===== config.mk =====
export PLATFORM = sky130hd
export DESIGN_NAME = pprr_peripheral_pin_route_regs
export DESIGN_NICKNAME = d
export VERILOG_FILES = /design/src/pprr_pkg.sv /design/src/pprr_peripheral_pin_route_regs.sv
export SDC_FILE = /design/constraint.sdc
export NUM_CORES = 1
export LEC_CHECK = 0
export BUFFER_PORTS_ARGS = -buffer_cell sky130_fd_sc_hd__buf_2
export CAP_MARGIN = 20
export CORE_MARGIN = 4
export CORE_UTILIZATION = 31
export CTS_CLUSTER_SIZE = 10
export DETAILED_ROUTE_END_ITERATION = 8
export PLACE_DENSITY_LB_ADDON = 0.2
export SLEW_MARGIN = 20
export SYNTH_ARGS = -nofsm -noshare
export SYNTH_HDL_FRONTEND = slang
export SYNTH_SLANG_ARGS = --single-unit

===== constraint.sdc =====
create_clock -name i_sys_clk -period 2.35 [get_ports i_sys_clk]
set_input_delay 0.235 -clock i_sys_clk [delete_from_list [all_inputs] [get_ports i_sys_clk]]
set_output_delay 0.235 -clock i_sys_clk [all_outputs]
set_load 0.1 [all_outputs]

===== src/pprr_pkg.sv =====
// Package for the peripheral pin routing registers.
// Assumes a byte-wide register port clocked by the system clock.
package pprr_pkg;

  // Register offsets on the byte-wide register port.
  localparam logic [7:0] PPRR_I2C_ROUTE_OFFSET = 8'h05;
  localparam logic [7:0] PPRR_SIX_TIMER_ROUTE_OFFSET = 8'h06;
  localparam logic [7:0] PPRR_SINGLE_TIMER_ROUTE_OFFSET = 8'h07;
  localparam logic [7:0] PPRR_FOUR_TIMER_ROUTE_OFFSET = 8'h08;
  localparam logic [7:0] PPRR_COMPARATOR_ROUTE_OFFSET = 8'h09;
  localparam logic [7:0] PPRR_ZERO_CROSS_ROUTE_OFFSET = 8'h0A;

  // Reset values.
  localparam logic [7:0] PPRR_I2C_ROUTE_RESET = 8'h00;
  localparam logic [7:0] PPRR_SIX_TIMER_ROUTE_RESET = 8'h00;
  localparam logic [7:0] PPRR_SINGLE_TIMER_ROUTE_RESET = 8'h00;
  localparam logic [7:0] PPRR_FOUR_TIMER_ROUTE_RESET = 8'h00;
  localparam logic [7:0] PPRR_COMPARATOR_ROUTE_RESET = 8'h00;
  localparam logic [7:0] PPRR_ZERO_CROSS_ROUTE_RESET = 8'h00;
  localparam logic [7:0] PPRR_READ_IDLE = 8'h00;

  // Writable bits of each register; all other bits read as zero.
  localparam logic [7:0] PPRR_I2C_ROUTE_MASK = 8'h0F;
  localparam logic [7:0] PPRR_SIX_TIMER_ROUTE_MASK = 8'h3F;
  localparam logic [7:0] PPRR_SINGLE_TIMER_ROUTE_MASK = 8'h1F;
  localparam logic [7:0] PPRR_FOUR_TIMER_ROUTE_MASK = 8'h07;
  localparam logic [7:0] PPRR_COMPARATOR_ROUTE_MASK = 8'h07;
  localparam logic [7:0] PPRR_ZERO_CROSS_ROUTE_MASK = 8'h07;

  // Field positions.
  localparam int PPRR_SECOND_I2C_LSB = 2;
  localparam int PPRR_FIRST_I2C_LSB = 0;
  localparam int PPRR_SECOND_SIX_LSB = 3;
  localparam int PPRR_FIRST_SIX_LSB = 0;
  localparam int PPRR_FOUR_LSB = 0;

  // Field codes.
  localparam logic [1:0] PPRR_I2C_DEFAULT = 2'h0;
  localparam logic [1:0] PPRR_I2C_FIRST_ALTERNATE_POSITION = 2'h1;
  localparam logic [1:0] PPRR_I2C_SECOND_ALTERNATE_POSITION = 2'h2;
  localparam logic [2:0] PPRR_FIRST_SIX_LAST_CODE = 3'h6;
  localparam logic [2:0] PPRR_SECOND_SIX_PORT_B = 3'h0;
  localparam logic [2:0] PPRR_SECOND_SIX_PORT_G = 3'h3;
  localparam logic [2:0] PPRR_FOUR_LAST_CODE = 3'h3;

  typedef struct packed {
    logic [7:0] i2c_pin_route;
    logic [7:0] six_output_timer_route;
    logic [7:0] single_output_timer_route;
    logic [7:0] four_output_timer_route;
    logic [7:0] comparator_output_route;
    logic [7:0] zero_cross_output_route;
    logic [7:0] read_data;
  } pprr_state_type;

  localparam pprr_state_type PPRR_STATE_RESET = '{
    i2c_pin_route: PPRR_I2C_ROUTE_RESET,
    six_output_timer_route: PPRR_SIX_TIMER_ROUTE_RESET,
    single_output_timer_route: PPRR_SINGLE_TIMER_ROUTE_RESET,
    four_output_timer_route: PPRR_FOUR_TIMER_ROUTE_RESET,
    comparator_output_route: PPRR_COMPARATOR_ROUTE_RESET,
    zero_cross_output_route: PPRR_ZERO_CROSS_ROUTE_RESET,
    read_data: PPRR_READ_IDLE
  };

endpackage


===== src/pprr_peripheral_pin_route_regs.sv =====
// Pin routing registers for the peripheral units and their decoded selections.
// Assumes a same-clock register master with one-cycle strobes and a pin
// multiplexer that consumes the field and decode outputs.
//
// The strobed register port is this design's own decision.
`timescale 1ns/100ps

module pprr_peripheral_pin_route_regs
  import pprr_pkg::*;
#(
  parameter int ADDR_W = 8
) (
  // Clock and reset.
  input wire logic i_sys_clk,
  input wire logic i_rst_n,
  // Register port.
  input wire logic [ADDR_W-1:0] i_reg_addr,
  input wire logic [7:0] i_reg_wdata,
  input wire logic i_reg_write,
  input wire logic i_reg_read,
  output logic [7:0] o_reg_rdata,
  // I2C routing.
  output logic [1:0] o_second_i2c_route_field,
  output logic [1:0] o_first_i2c_route_field,
  output logic o_second_i2c_host_alt,
  output logic o_second_i2c_client_alt,
  output logic o_second_i2c_route_valid,
  output logic o_first_i2c_host_alt,
  output logic o_first_i2c_client_alt,
  output logic o_first_i2c_route_valid,
  // Six-output timer routing.
  output logic [2:0] o_second_six_output_timer_field,
  output logic [2:0] o_first_six_output_timer_field,
  output logic [3:0] o_second_six_port_sel,
  output logic o_second_six_all_outputs,
  output logic [6:0] o_first_six_port_sel,
  // Single-output timer routing.
  output logic o_fifth_single_timer_bit,
  output logic o_fourth_single_timer_bit,
  output logic o_third_single_timer_bit,
  output logic o_second_single_timer_bit,
  output logic o_first_single_timer_bit,
  // Four-output timer routing.
  output logic [2:0] o_four_output_timer_field,
  output logic [3:0] o_four_output_port_sel,
  // Comparator and zero-cross routing.
  output logic o_third_comparator_bit,
  output logic o_second_comparator_bit,
  output logic o_first_comparator_bit,
  output logic o_third_zero_cross_bit,
  output logic o_second_zero_cross_bit,
  output logic o_first_zero_cross_bit
);
  import pprr_pkg::*;

  pprr_state_type state_q;
  pprr_state_type state_d;

  // One-hot select from a small code; zero when the code is out of range.
  function automatic logic [7:0] pprr_onehot(input logic [2:0] code, input logic [2:0] last);
    logic [7:0] sel;
    sel = 8'h00;
    if (code <= last) begin
      sel[code] = 1'b1;
    end
    return sel;
  endfunction

  // Host moves to the client pair only for the second alternate code.
  function automatic logic pprr_i2c_host_alt(input logic [1:0] code);
    return code == PPRR_I2C_SECOND_ALTERNATE_POSITION;
  endfunction

  // Client moves to the alternate pair for both alternate codes.
  function automatic logic pprr_i2c_client_alt(input logic [1:0] code);
    return (code == PPRR_I2C_FIRST_ALTERNATE_POSITION) || (code == PPRR_I2C_SECOND_ALTERNATE_POSITION);
  endfunction

  // The reserved code leaves the pins to the multiplexer's default handling.
  function automatic logic pprr_i2c_valid(input logic [1:0] code);
    return code != 2'h3;
  endfunction

  // Compare against a byte offset, widening it to the address bus.
  function automatic logic pprr_hit(input logic [ADDR_W-1:0] addr, input logic [7:0] offset);
    return addr == ADDR_W'(offset);
  endfunction

  // Writes are masked here so that the unused upper bits can never hold a one.
  always_comb begin
    state_d = state_q;
    state_d.read_data = PPRR_READ_IDLE;
    if (i_reg_write) begin
      if (pprr_hit(i_reg_addr, PPRR_I2C_ROUTE_OFFSET)) begin
        state_d.i2c_pin_route = i_reg_wdata & PPRR_I2C_ROUTE_MASK;
      end
      if (pprr_hit(i_reg_addr, PPRR_SIX_TIMER_ROUTE_OFFSET)) begin
        state_d.six_output_timer_route = i_reg_wdata & PPRR_SIX_TIMER_ROUTE_MASK;
      end
      if (pprr_hit(i_reg_addr, PPRR_SINGLE_TIMER_ROUTE_OFFSET)) begin
        state_d.single_output_timer_route = i_reg_wdata & PPRR_SINGLE_TIMER_ROUTE_MASK;
      end
      if (pprr_hit(i_reg_addr, PPRR_FOUR_TIMER_ROUTE_OFFSET)) begin
        state_d.four_output_timer_route = i_reg_wdata & PPRR_FOUR_TIMER_ROUTE_MASK;
      end
      if (pprr_hit(i_reg_addr, PPRR_COMPARATOR_ROUTE_OFFSET)) begin
        state_d.comparator_output_route = i_reg_wdata & PPRR_COMPARATOR_ROUTE_MASK;
      end
      if (pprr_hit(i_reg_addr, PPRR_ZERO_CROSS_ROUTE_OFFSET)) begin
        state_d.zero_cross_output_route = i_reg_wdata & PPRR_ZERO_CROSS_ROUTE_MASK;
      end
    end
    // Unmapped reads return zero so software sees no stale bus value.
    if (i_reg_read) begin
      if (pprr_hit(i_reg_addr, PPRR_I2C_ROUTE_OFFSET)) begin
        state_d.read_data = state_q.i2c_pin_route;
      end else if (pprr_hit(i_reg_addr, PPRR_SIX_TIMER_ROUTE_OFFSET)) begin
        state_d.read_data = state_q.six_output_timer_route;
      end else if (pprr_hit(i_reg_addr, PPRR_SINGLE_TIMER_ROUTE_OFFSET)) begin
        state_d.read_data = state_q.single_output_timer_route;
      end else if (pprr_hit(i_reg_addr, PPRR_FOUR_TIMER_ROUTE_OFFSET)) begin
        state_d.read_data = state_q.four_output_timer_route;
      end else if (pprr_hit(i_reg_addr, PPRR_COMPARATOR_ROUTE_OFFSET)) begin
        state_d.read_data = state_q.comparator_output_route;
      end else if (pprr_hit(i_reg_addr, PPRR_ZERO_CROSS_ROUTE_OFFSET)) begin
        state_d.read_data = state_q.zero_cross_output_route;
      end
    end
  end

  always_ff @(posedge i_sys_clk) begin
    if (!i_rst_n) begin
      state_q <= PPRR_STATE_RESET;
    end else begin
      state_q <= state_d;
    end
  end

  assign o_reg_rdata = state_q.read_data;

  // The alternate client pairs use ordinary drivers, so software must keep
  // the bus to normal or fast mode there; nothing here enforces it.
  assign o_second_i2c_route_field = state_q.i2c_pin_route[PPRR_SECOND_I2C_LSB +: 2];
  assign o_first_i2c_route_field = state_q.i2c_pin_route[PPRR_FIRST_I2C_LSB +: 2];
  assign o_second_i2c_host_alt = pprr_i2c_host_alt(o_second_i2c_route_field);
  assign o_second_i2c_client_alt = pprr_i2c_client_alt(o_second_i2c_route_field);
  assign o_second_i2c_route_valid = pprr_i2c_valid(o_second_i2c_route_field);
  assign o_first_i2c_host_alt = pprr_i2c_host_alt(o_first_i2c_route_field);
  assign o_first_i2c_client_alt = pprr_i2c_client_alt(o_first_i2c_route_field);
  assign o_first_i2c_route_valid = pprr_i2c_valid(o_first_i2c_route_field);

  // Second six-output timer: bit n of the select is code n (B, C, E, G).
  assign o_second_six_output_timer_field =
    state_q.six_output_timer_route[PPRR_SECOND_SIX_LSB +: 3];
  logic [7:0] second_six_sel;
  assign second_six_sel = pprr_onehot(o_second_six_output_timer_field,
    PPRR_SECOND_SIX_PORT_G);
  assign o_second_six_port_sel = second_six_sel[3:0];
  // Ports C and E carry only outputs 0 to 2.
  assign o_second_six_all_outputs =
    (o_second_six_output_timer_field == PPRR_SECOND_SIX_PORT_B) ||
    (o_second_six_output_timer_field == PPRR_SECOND_SIX_PORT_G);

  // First six-output timer: bit n selects port A plus n.
  assign o_first_six_output_timer_field =
    state_q.six_output_timer_route[PPRR_FIRST_SIX_LSB +: 3];
  logic [7:0] first_six_sel;
  assign first_six_sel = pprr_onehot(o_first_six_output_timer_field,
    PPRR_FIRST_SIX_LAST_CODE);
  assign o_first_six_port_sel = first_six_sel[6:0];

  assign o_fifth_single_timer_bit = state_q.single_output_timer_route[4];
  assign o_fourth_single_timer_bit = state_q.single_output_timer_route[3];
  assign o_third_single_timer_bit = state_q.single_output_timer_route[2];
  assign o_second_single_timer_bit = state_q.single_output_timer_route[1];
  assign o_first_single_timer_bit = state_q.single_output_timer_route[0];

  // Four-output timer: bit n is code n (A, B, F, G); reserved codes select none.
  assign o_four_output_timer_field = state_q.four_output_timer_route[PPRR_FOUR_LSB +: 3];
  logic [7:0] four_sel;
  assign four_sel = pprr_onehot(o_four_output_timer_field, PPRR_FOUR_LAST_CODE);
  assign o_four_output_port_sel = four_sel[3:0];

  assign o_third_comparator_bit = state_q.comparator_output_route[2];
  assign o_second_comparator_bit = state_q.comparator_output_route[1];
  assign o_first_comparator_bit = state_q.comparator_output_route[0];

  assign o_third_zero_cross_bit = state_q.zero_cross_output_route[2];
  assign o_second_zero_cross_bit = state_q.zero_cross_output_route[1];
  assign o_first_zero_cross_bit = state_q.zero_cross_output_route[0];

  logic unused_upper;
  assign unused_upper = |{first_six_sel[7], second_six_sel[7:4], four_sel[7:4]};

endmodule


==> results of run 1 <==
==> placed cells by master, fill, tap and decap left out, types with 2 or more instances in the layout <==
cell type  count
buf_2         69
dfxtp_1       27
nand2_1       21
nand3_1       15
o21ai_0       15
mux2i_1       12
inv_1          6
clkbuf_8       6
nor3b_4        5
and3b_1        5
nor2b_1        5
ha_1           4
nor3_2         3
o22ai_1        3
a21o_1         3
o211ai_1       3
o2bb2ai_1      3
a221oi_1       3
nand4_1        3
dfxtp_2        3
nor3b_2        2
and2_1         2
nand2b_1       2
nor2_1         2
mux2_2         2
and3_1         2
conb_1         2
==> metal layers <==
metal  global-route usage [%]  part of all wire [%]
met3                    4.098                   6.9
met2                    22.54                    46
met1                    18.47                    46
met4                    4.270                  0.94
met5                        0                     0
==> final cells by class <==
cell class / instances / area (sq um)
flip-flops and latches: 30 / 604.3
repair buffers: 70 / 352.8
multi-input cells: 123 / 889.6
clock inverters: 1 / 5.005
inverters: 6 / 22.52
clock buffers: 7 / 86.33
fillers: 473 / 2479
well taps: 52 / 65.06
==> stage by stage <==
| step | utilization [%] | power (mW) | TNS, ns | hold WS (ns) |
|---|---|---|---|---|
| floorplan | - | 0.5789 | -1.131 | 0.3749 |
| global placement | 42.94 | 0.6052 | 0 | 0.4668 |
| detailed placement | 42.94 | 0.6060 | 0 | 0.4718 |
| CTS | 44.97 | 1.022 | 0 | 0.1976 |
| global route | 44.97 | 1.051 | 0 | 0.2257 |
| finish | 44.97 | 1.009 | 0 | 0.2009 |
==> critical path, delay by kind of cell, from the launching register on <==
family,cells,cell delay [ns]
flip-flops,1,0.47
AND/OR/NAND/NOR,2,0.50
buffers and inverters,1,0.29
==> worst max-delay path by stage <==
stage	endpoint	slack (ns)
floorplan	o_second_six_all_outputs	-0.58
global placement	o_first_six_output_timer_field[0]	0.70
detailed placement	o_four_output_timer_field[1]	0.68
CTS	o_second_six_all_outputs	0.57
global route	o_second_six_all_outputs	0.50
finish	o_second_six_all_outputs	0.56
==> flip-flops by register name (all words and copies together) (netlist names) <==
register / flops
o_second_six_output_timer_field: 3
o_first_single_timer_bit: 1
o_first_comparator_bit: 1
o_third_zero_cross_bit: 1
o_fourth_single_timer_bit: 1
o_first_zero_cross_bit: 1
o_second_single_timer_bit: 1
o_third_single_timer_bit: 1
o_fifth_single_timer_bit: 1
o_first_i2c_route_field: 2
o_four_output_timer_field: 3
o_second_i2c_route_field: 2
o_second_comparator_bit: 1
o_third_comparator_bit: 1
o_reg_rdata: 6
o_second_zero_cross_bit: 1
o_first_six_output_timer_field: 3
==> report_power, final <==
group	internal [mW]	switching [mW]	total [mW]
Clock	0.236	0.179	0.414
Sequential	0.509	0.000853	0.510
Combinational	0.0233	0.0611	0.0844
==> kinds of logic (layout without fill, tap and decap cells) <==
| logic type | after synthesis | in the layout | share of synthesized area (%) |
|---|---|---|---|
| and+or+nand+nor | 72 | 72 | 27.40 |
| AOI/OAI and AO/OA | 31 | 31 | 13.41 |
| DFF | 30 | 30 | 40.47 |
| buffers and inverters | 19 | 84 | 5.480 |
| muxes | 14 | 14 | 9.612 |
| adders and majority gates | 4 | 4 | 3.373 |
| other | 1 | 2 | 0.2527 |
==> results.sh, run 1 <==
export IMPL_drt_first_pass_iters=4
export IMPL_ios=74
export IMPL_synthTopCellsByArea="dfxtp_1 40%, mux2i_1 8.1%, nand2_1 5.3%"
export IMPL_postCtsSetupRepairBufs=0
export IMPL_ant_nets=0
export IMPL_fin_ws_ns=0.5624
export IMPL_cp_start_kind="register"
export IMPL_holdCritPathClass="in2reg"
export IMPL_max_freq_mhz=559.4
export IMPL_slew_headroom_pct=63.81
export IMPL_fin_area_sq_mm=0.002026
export IMPL_gp_congestion=0.8273
export IMPL_grtUsageTotal_pct=14.17
export IMPL_yosysWarnings=0
export IMPL_cp_slowest_cell="dfxtp_1"
export IMPL_clockRootBuffer="clkbuf_8"
export IMPL_avgSynthCellArea_sq_um=8.678
export IMPL_netlist_area_leader_share_pct=40.47
export IMPL_yosys_cell_count_top_type="dfxtp_1"
export IMPL_grt_pass1_wl_mm=6.865
export IMPL_min_from="i_reg_wdata[5]"
export IMPL_worstSetupEndpointType="output port"
export IMPL_period_minus_slack_ns=1.788
export IMPL_syn2layout_area_growth_pct=36.51
export IMPL_clk_pin_slew_ns=0.06
export IMPL_antenna_cells=0
export IMPL_dp_slack_ns=0.6811
export IMPL_ys_async_sr_fraction_pct=0
export IMPL_rsz0062_at_grt="no"
export IMPL_grt_max_degree=32
export IMPL_drive_above_1_share_pct=40.08
export IMPL_outcome="finished, final reports clean"
export IMPL_cts_buffer_depth=2
export IMPL_synth_top_cell_by_area="dfxtp_1"
export IMPL_r2r_slack_ns=1.05
export IMPL_vias_per_cell=4.910
export IMPL_drtIter0Drc=77
export IMPL_critPathKind="reg2out"
export IMPL_setup_viol=0
export IMPL_h_tree_depth=2
export IMPL_synth_seq_cells=30
export IMPL_die_h_microns=77.19
export IMPL_clk_insertion_delay_late_ns=0.28
export IMPL_reg2reg_depth=4
export IMPL_cts_tree="done"
export IMPL_p_leak_nw=0.9741
export IMPL_arrival_ns=1.55
export IMPL_ctsResizeCount=0
export IMPL_hold_viol=0
export IMPL_crit_chain="and3b_1 > or2_2 > buf_2"
export IMPL_skew_ns=0.007422
export IMPL_numCtsBuffers=5
export IMPL_num_rows=24
export IMPL_nets=260
export IMPL_die_width_microns=77.19
export IMPL_finalNonFillerCells=289
export IMPL_via_count=1419
export IMPL_r2r_start="o_four_output_timer_field[2]"
export IMPL_cp_startpoint="o_second_six_output_timer_field[2]"
export IMPL_gr_total_overflow=0
export IMPL_synth_edf_count=0
export IMPL_fin_crit_sh_pct=76.07
export IMPL_syn_inst=171
export IMPL_maxSlewViolCount=0
export IMPL_syn_area_sq_mm=0.001484
export IMPL_drc=0
export IMPL_yosysUniqueCellTypes=32
export IMPL_whs_path_depth=3
export IMPL_coreArea_sq_mm=0.004504
export IMPL_routedWlPerCell_microns=13.98
export IMPL_path_max_fanout=7
export IMPL_tightestPinTransition_ns=0.5428
export IMPL_routed_wl_mm=4.041
export IMPL_port_buffers=69
export IMPL_seq_area_frac_synth_pct=40.47
export IMPL_r2r_end="o_reg_rdata[2]"
export IMPL_hpwl_mm=3.087
export IMPL_maxCapViolCount=0
export IMPL_critPathMaxStageDelay_ns=0.47
export IMPL_die_area_sq_mm=0.005958
export IMPL_placed_cells=281
export IMPL_grt_pass1_vias=1346
export IMPL_yosys_top_cells_count="30 x dfxtp_1, 21 x nand2_1, 15 x nand3_1, 15 x o21ai_0, 12 x mux2i_1"
export IMPL_ir_worst_vdd_uv=358.3
export IMPL_floorplan_initialDensity_pct=32.94
export IMPL_placed_area_sq_mm=0.001934
export IMPL_dominantRegCellSynth="dfxtp_1"
export IMPL_antenna_found_initial=0
export IMPL_cts_sinks=30
export IMPL_hold_end="o_second_six_output_timer_field[2]"
export IMPL_required_ns=2.12
export IMPL_power_density_mw_per_mm2=498.0
export IMPL_cts_hold_fix_buffers=0
Power figures use the tool's default switching activity.
==> run 2, diff against run 1 <==
clock period = 1.5 ns   (was 2.35 ns; I/O delays follow)
==> run 2 against run 1 <==
Against the previous run: worst setup slack worse by 0.53 ns; cell count up 2.4%; sequential share of layout area down 2.2 points; highest routed layer unchanged.
==> results.sh, run 2 (same netlist as run 1, synthesis figures left out) <==
export IMPL_ant_nets=0
export IMPL_largest_reg_flops=6
export IMPL_routedWlPerCell_microns=14.26
export IMPL_finalNonFillerCells=296
export IMPL_required_ns=1.35
export IMPL_skew_ns=0.003611
export IMPL_arrival_ns=1.32
export IMPL_layout_commonest_cell="buf_2"
export IMPL_max_freq_mhz=681.2
export IMPL_num_rows=24
export IMPL_p_comb_share_pct=8.3
export IMPL_drc=0
export IMPL_fin_crit_sh_pct=97.86
export IMPL_antenna_cells=0
export IMPL_vias_per_cell=4.919
export IMPL_numCtsBuffers=5
export IMPL_cts_tree="done"
export IMPL_gr_total_overflow=0
export IMPL_ir_worst_vdd_uv=551.4
export IMPL_period_minus_slack_ns=1.468
export IMPL_holdCritPathClass="in2reg"
export IMPL_die_width_microns=77.19
export IMPL_clkPwrFrac_pct=46.3
export IMPL_drive_above_1_share_pct=51.23
export IMPL_switching_power_mw=0.3949
export IMPL_drtIter0Drc=38
export IMPL_cp_start_kind="register"
export IMPL_gp_congestion=0.7764
export IMPL_critPathKind="reg2out"
export IMPL_hpwl_mm=3.230
export IMPL_die_area_sq_mm=0.005958
export IMPL_grt_pass1_vias=1403
export IMPL_die_h_microns=77.19
export IMPL_floorplan_initialDensity_pct=32.94
export IMPL_grt_pass1_wl_mm=7.072
export IMPL_ios=74
export IMPL_maxCapViolCount=0
export IMPL_cts_buffer_depth=2
export IMPL_final_core_util_pct=52.50
export IMPL_hold_viol=0
export IMPL_nets=267
export IMPL_routed_wl_mm=4.222
export IMPL_power_density_mw_per_mm2=723.6
export IMPL_coreArea_sq_mm=0.004504
export IMPL_cts_sinks=30
export IMPL_clk_pin_slew_ns=0.06
export IMPL_placed_cells=286
export IMPL_maxSlewViolCount=0
export IMPL_r2r_slack_ns=0.28
export IMPL_p_leak_nw=1.038
export IMPL_port_buffers=69
export IMPL_p_int_mw=1.316
export IMPL_clockRootBuffer="clkbuf_8"
export IMPL_netSwitchingFraction_pct=23.08
export IMPL_via_count=1456
export IMPL_antenna_found_initial=0
export IMPL_path_max_fanout=5
export IMPL_clk_insertion_delay_late_ns=0.28
export IMPL_syn2layout_area_growth_pct=59.36
export IMPL_rsz0062_at_grt="yes"
export IMPL_grtUsageTotal_pct=14.84
export IMPL_drt_first_pass_iters=4
export IMPL_h_tree_depth=2
export IMPL_grt_max_degree=16
export IMPL_layout_common_cells="53 x buf_2, 21 x nand2_1, 15 x nand3_1, 15 x o21ai_0"
export IMPL_power_frac_seq_pct=45.4
export IMPL_outcome="finished, final reports clean"
export IMPL_cts_hold_fix_buffers=0
export IMPL_setup_viol=0
export IMPL_worstSetupEndpointType="output port"
export IMPL_final_fill_count=432
-- run 2: layout make-up --
type                    instances  area, sq um  share of cell area (%)
clock buffers                   7        76.32                   3.228
clock inverters                 1        30.03                   1.270
inverters                       6        30.03                   1.270
multi-input cells             123        938.4                   39.68
flip-flops and latches         30        654.4                   27.67
well taps                      52        65.06                   2.751
repair buffers                 77        570.5                   24.13
-- run 2: path summary, 6_finish.rpt --
path,endpoint,depth (start not counted),from
worst max register to register,o_reg_rdata[2],4,o_four_output_timer_field[2]
worst max-delay path,o_second_six_all_outputs,3,o_second_six_output_timer_field[2]
worst min register to register,o_third_comparator_bit,2,o_third_comparator_bit
worst min-delay path,o_second_six_output_timer_field[2],3,i_reg_wdata[5]
-- run 2: metrics by stage --
| step | power, mW | hold WS (ns) | cell area (sq um) | setup WS (ns) | setup TNS, ns |
|---|---|---|---|---|---|
| CTS | 1.729 | 0.1004 | 2350 | 0.01886 | 0 |
| detailed placement | 0.9362 | 0.4014 | 2228 | 0.03162 | 0 |
| global placement | 0.9360 | 0.3916 | 2228 | 0.05470 | 0 |
| finish | 1.711 | 0.1266 | 2365 | 0.03203 | 0 |
| floorplan | 0.8867 | 0.2787 | 1745 | -0.4249 | -1.778 |
| global route | 1.776 | 0.1346 | 2365 | -0.003372 | -0.003372 |
-- run 2: worst max-delay path, stage by stage (launching register included) --
cell and delay (ns):
dfxtp_4 0.41, and3b_2 0.23, or2_4 0.23, buf_12 0.16
-- run 2: timing repair --
| item | in CTS | in global routing |
|---|---|---|
| endpoints found under the hold margin | 0 | 0 |
| buffers inserted | 2 | 0 |
| endpoints found under the setup margin | 1 | 7 |
| resized for setup | 0 | 6 |
-- run 2: power by group through the flow --
stage               Combinational (mW)  Clock [mW]  Sequential [mW]
floorplan                       0.0852           0            0.802
global placement                 0.141           0            0.795
detailed placement               0.141           0            0.795
CTS                              0.141       0.811            0.777
global route                     0.154       0.844            0.777
finish                           0.142       0.792            0.778
-- run 2: routing by layer --
metal | share of wire, % | global-route usage, % | wire length (microns) | vias up
met1 | 48 | 19.79 | 2012 | 651
met4 | 1.3 | 5.516 | 53 | 0
met5 | 0 | 0 | 0 | -
met2 | 45 | 22.54 | 1919 | 47
met3 | 5.6 | 4.333 | 236 | 4
li1 | - | - | - | 754
==> run 3, diff against run 2 <==
CORE_ASPECT_RATIO = 2   (was unset)
==> run 3 against run 2 <==
Against the previous run: die area rose by 1.1%; sequential cell count stayed put; cell area shrank 0.53%; critical path depth unchanged; clock skew up 0.0028 ns; wire length up 3.1%; critical endpoint unchanged; largest power group is now sequential cells.
==> results.sh, run 3 (same netlist as run 1, synthesis figures left out) <==
export IMPL_outcome="finished, final reports clean"
export IMPL_period_minus_slack_ns=1.488
export IMPL_holdCritPathClass="in2reg"
export IMPL_fin_area_sq_mm=0.002352
export IMPL_fin_crit_sh_pct=99.19
export IMPL_die_h_microns=105.8
export IMPL_vias_per_cell=4.980
export IMPL_finalNonFillerCells=300
export IMPL_cts_tree="done"
export IMPL_final_fill_count=463
export IMPL_finalPower_mw=1.532
export IMPL_setup_viol=0
export IMPL_gr_total_overflow=0
export IMPL_required_ns=1.35
export IMPL_crit_chain="and3b_2 > or2_4 > buf_12"
export IMPL_cp_top_family="simple AND/OR/NAND/NOR gates"
export IMPL_drive_above_1_share_pct=51.84
export IMPL_multi_input_area_sq_um=938.4
export IMPL_arrival_ns=1.34
export IMPL_rsz0062_at_grt="yes"
export IMPL_coreArea_sq_mm=0.004642
export IMPL_clk_pin_slew_ns=0.06
export IMPL_critPathMaxStageDelay_ns=0.41
export IMPL_critPathBufInv=1
export IMPL_hold_viol=0
export IMPL_layout_commonest_cell="buf_2"
export IMPL_cp_slowest_cell="dfxtp_4"
export IMPL_cts_buffer_depth=2
export IMPL_ant_nets=0
export IMPL_drt_first_pass_iters=4
export IMPL_die_width_microns=56.92
export IMPL_routed_wl_mm=4.351
export IMPL_routedWlPerCell_microns=14.50
export IMPL_skew_ns=0.006410
export IMPL_register_area_sq_um=654.4
export IMPL_drtIter0Drc=28
export IMPL_placed_area_sq_mm=0.002240
export IMPL_worstSetupEndpointType="output port"
export IMPL_drc=0
export IMPL_floorplan_initialDensity_pct=31.97
export IMPL_cp_start_kind="register"
export IMPL_power_density_mw_per_mm2=651.2
export IMPL_grt_pass1_wl_mm=7.093
export IMPL_numCtsBuffers=5
export IMPL_cts_sinks=30
export IMPL_antenna_found_initial=0
export IMPL_antenna_cells=0
export IMPL_critPathKind="reg2out"
export IMPL_via_count=1494
export IMPL_syn2layout_area_growth_pct=58.52
export IMPL_die_area_sq_mm=0.006025
export IMPL_nets=268
export IMPL_clockRootBuffer="clkbuf_8"
export IMPL_placed_cells=290
export IMPL_largest_reg_flops=6
export IMPL_h_tree_depth=2
export IMPL_fin_hold_ws_ns=0.1094
export IMPL_grtUsageTotal_pct=14.99
export IMPL_setup_tns_ns=0
export IMPL_max_freq_mhz=672.1
export IMPL_grt_max_degree=16
export IMPL_path_max_fanout=6
export IMPL_hpwl_mm=3.557
export IMPL_layout_common_cells="54 x buf_2, 21 x nand2_1, 15 x nand3_1, 15 x o21ai_0"
export IMPL_num_rows=35
export IMPL_port_buffers=69
export IMPL_maxSlewViolCount=0
export IMPL_p_leak_nw=1.035
export IMPL_grt_pass1_vias=1459
export IMPL_maxCapViolCount=0
export IMPL_gp_congestion=0.9389
export IMPL_clk_insertion_delay_late_ns=0.28
export IMPL_ios=74
export IMPL_ir_worst_vdd_uv=650.7
[run 3: cell types whose count changed in the layout (fill, tap and decap cells not counted)]
cell and delta:
bufinv_16 -1, clkbuf_4 -1, buf_2 +1, buf_4 +1
clkinv_1 +1, clkinv_2 +1, clkinvlp_4 +1, clkbuf_1 -2
[run 3: layer usage]
| layer | global-route usage, % | wire [microns] | vias to the layer above |
|---|---|---|---|
| met1 | 14.60 | 1502 | 688 |
| met3 | 3.554 | 221 | 9 |
| li1 | - | - | 752 |
| met4 | 7.131 | 101 | 0 |
| met2 | 28.23 | 2525 | 45 |
| met5 | 0 | 0 | - |
[run 3: layout make-up]
| class | instances | share of cell area [%] |
|---|---|---|
| clock buffer | 5 | 2.926 |
| clock inverter | 3 | 0.6915 |
| inverter | 6 | 1.277 |
| multi-input combinational | 123 | 39.89 |
| sequential | 30 | 27.82 |
| tap | 55 | 2.926 |
| timing repair buffer | 78 | 24.47 |
[run 3: worst paths after layout]
| path | start | endpoint | slack [ns] | cells past startpoint |
|---|---|---|---|---|
| worst max-delay path | o_second_six_output_timer_field[2] | o_second_six_all_outputs | 0.01 | 3 |
| worst max register to register | o_four_output_timer_field[2] | o_reg_rdata[2] | 0.34 | 4 |
| worst min register to register | o_second_zero_cross_bit | o_second_zero_cross_bit | 0.47 | 2 |
| worst min-delay path | i_reg_wdata[5] | o_second_six_output_timer_field[2] | 0.11 | 3 |
[run 3: metrics by stage]
| stage | setup slack [ns] | util [%] |
|---|---|---|
| after floorplan | -0.4249 | - |
| after global placement | 0.03991 | 48.25 |
| after detailed placement | 0.06179 | 48.25 |
| after CTS | 0.003818 | 50.24 |
| after global routing | -0.01706 | 50.67 |
| final | 0.01212 | 50.67 |
[run 3: worst reg2reg max path, stage by stage, from the launching register on]
cell,delay [ns]
dfxtp_2,0.45
mux2i_1,0.11
o2bb2ai_1,0.16
nand2_1,0.08
a221oi_1,0.25
[run 3: what timing repair did]
action	in CTS	in global routing
hold endpoints to repair	0	0
gates resized for setup	0	5
buffers inserted	1	1
endpoints found under the setup margin	1	8
hold buffers	0	0
[run 3: power breakdown]
part | internal, mW | switching [mW]
clock network | 0.316 | 0.296
registers | 0.776 | 0.00149
logic | 0.0429 | 0.0992
total | 1.14 | 0.396
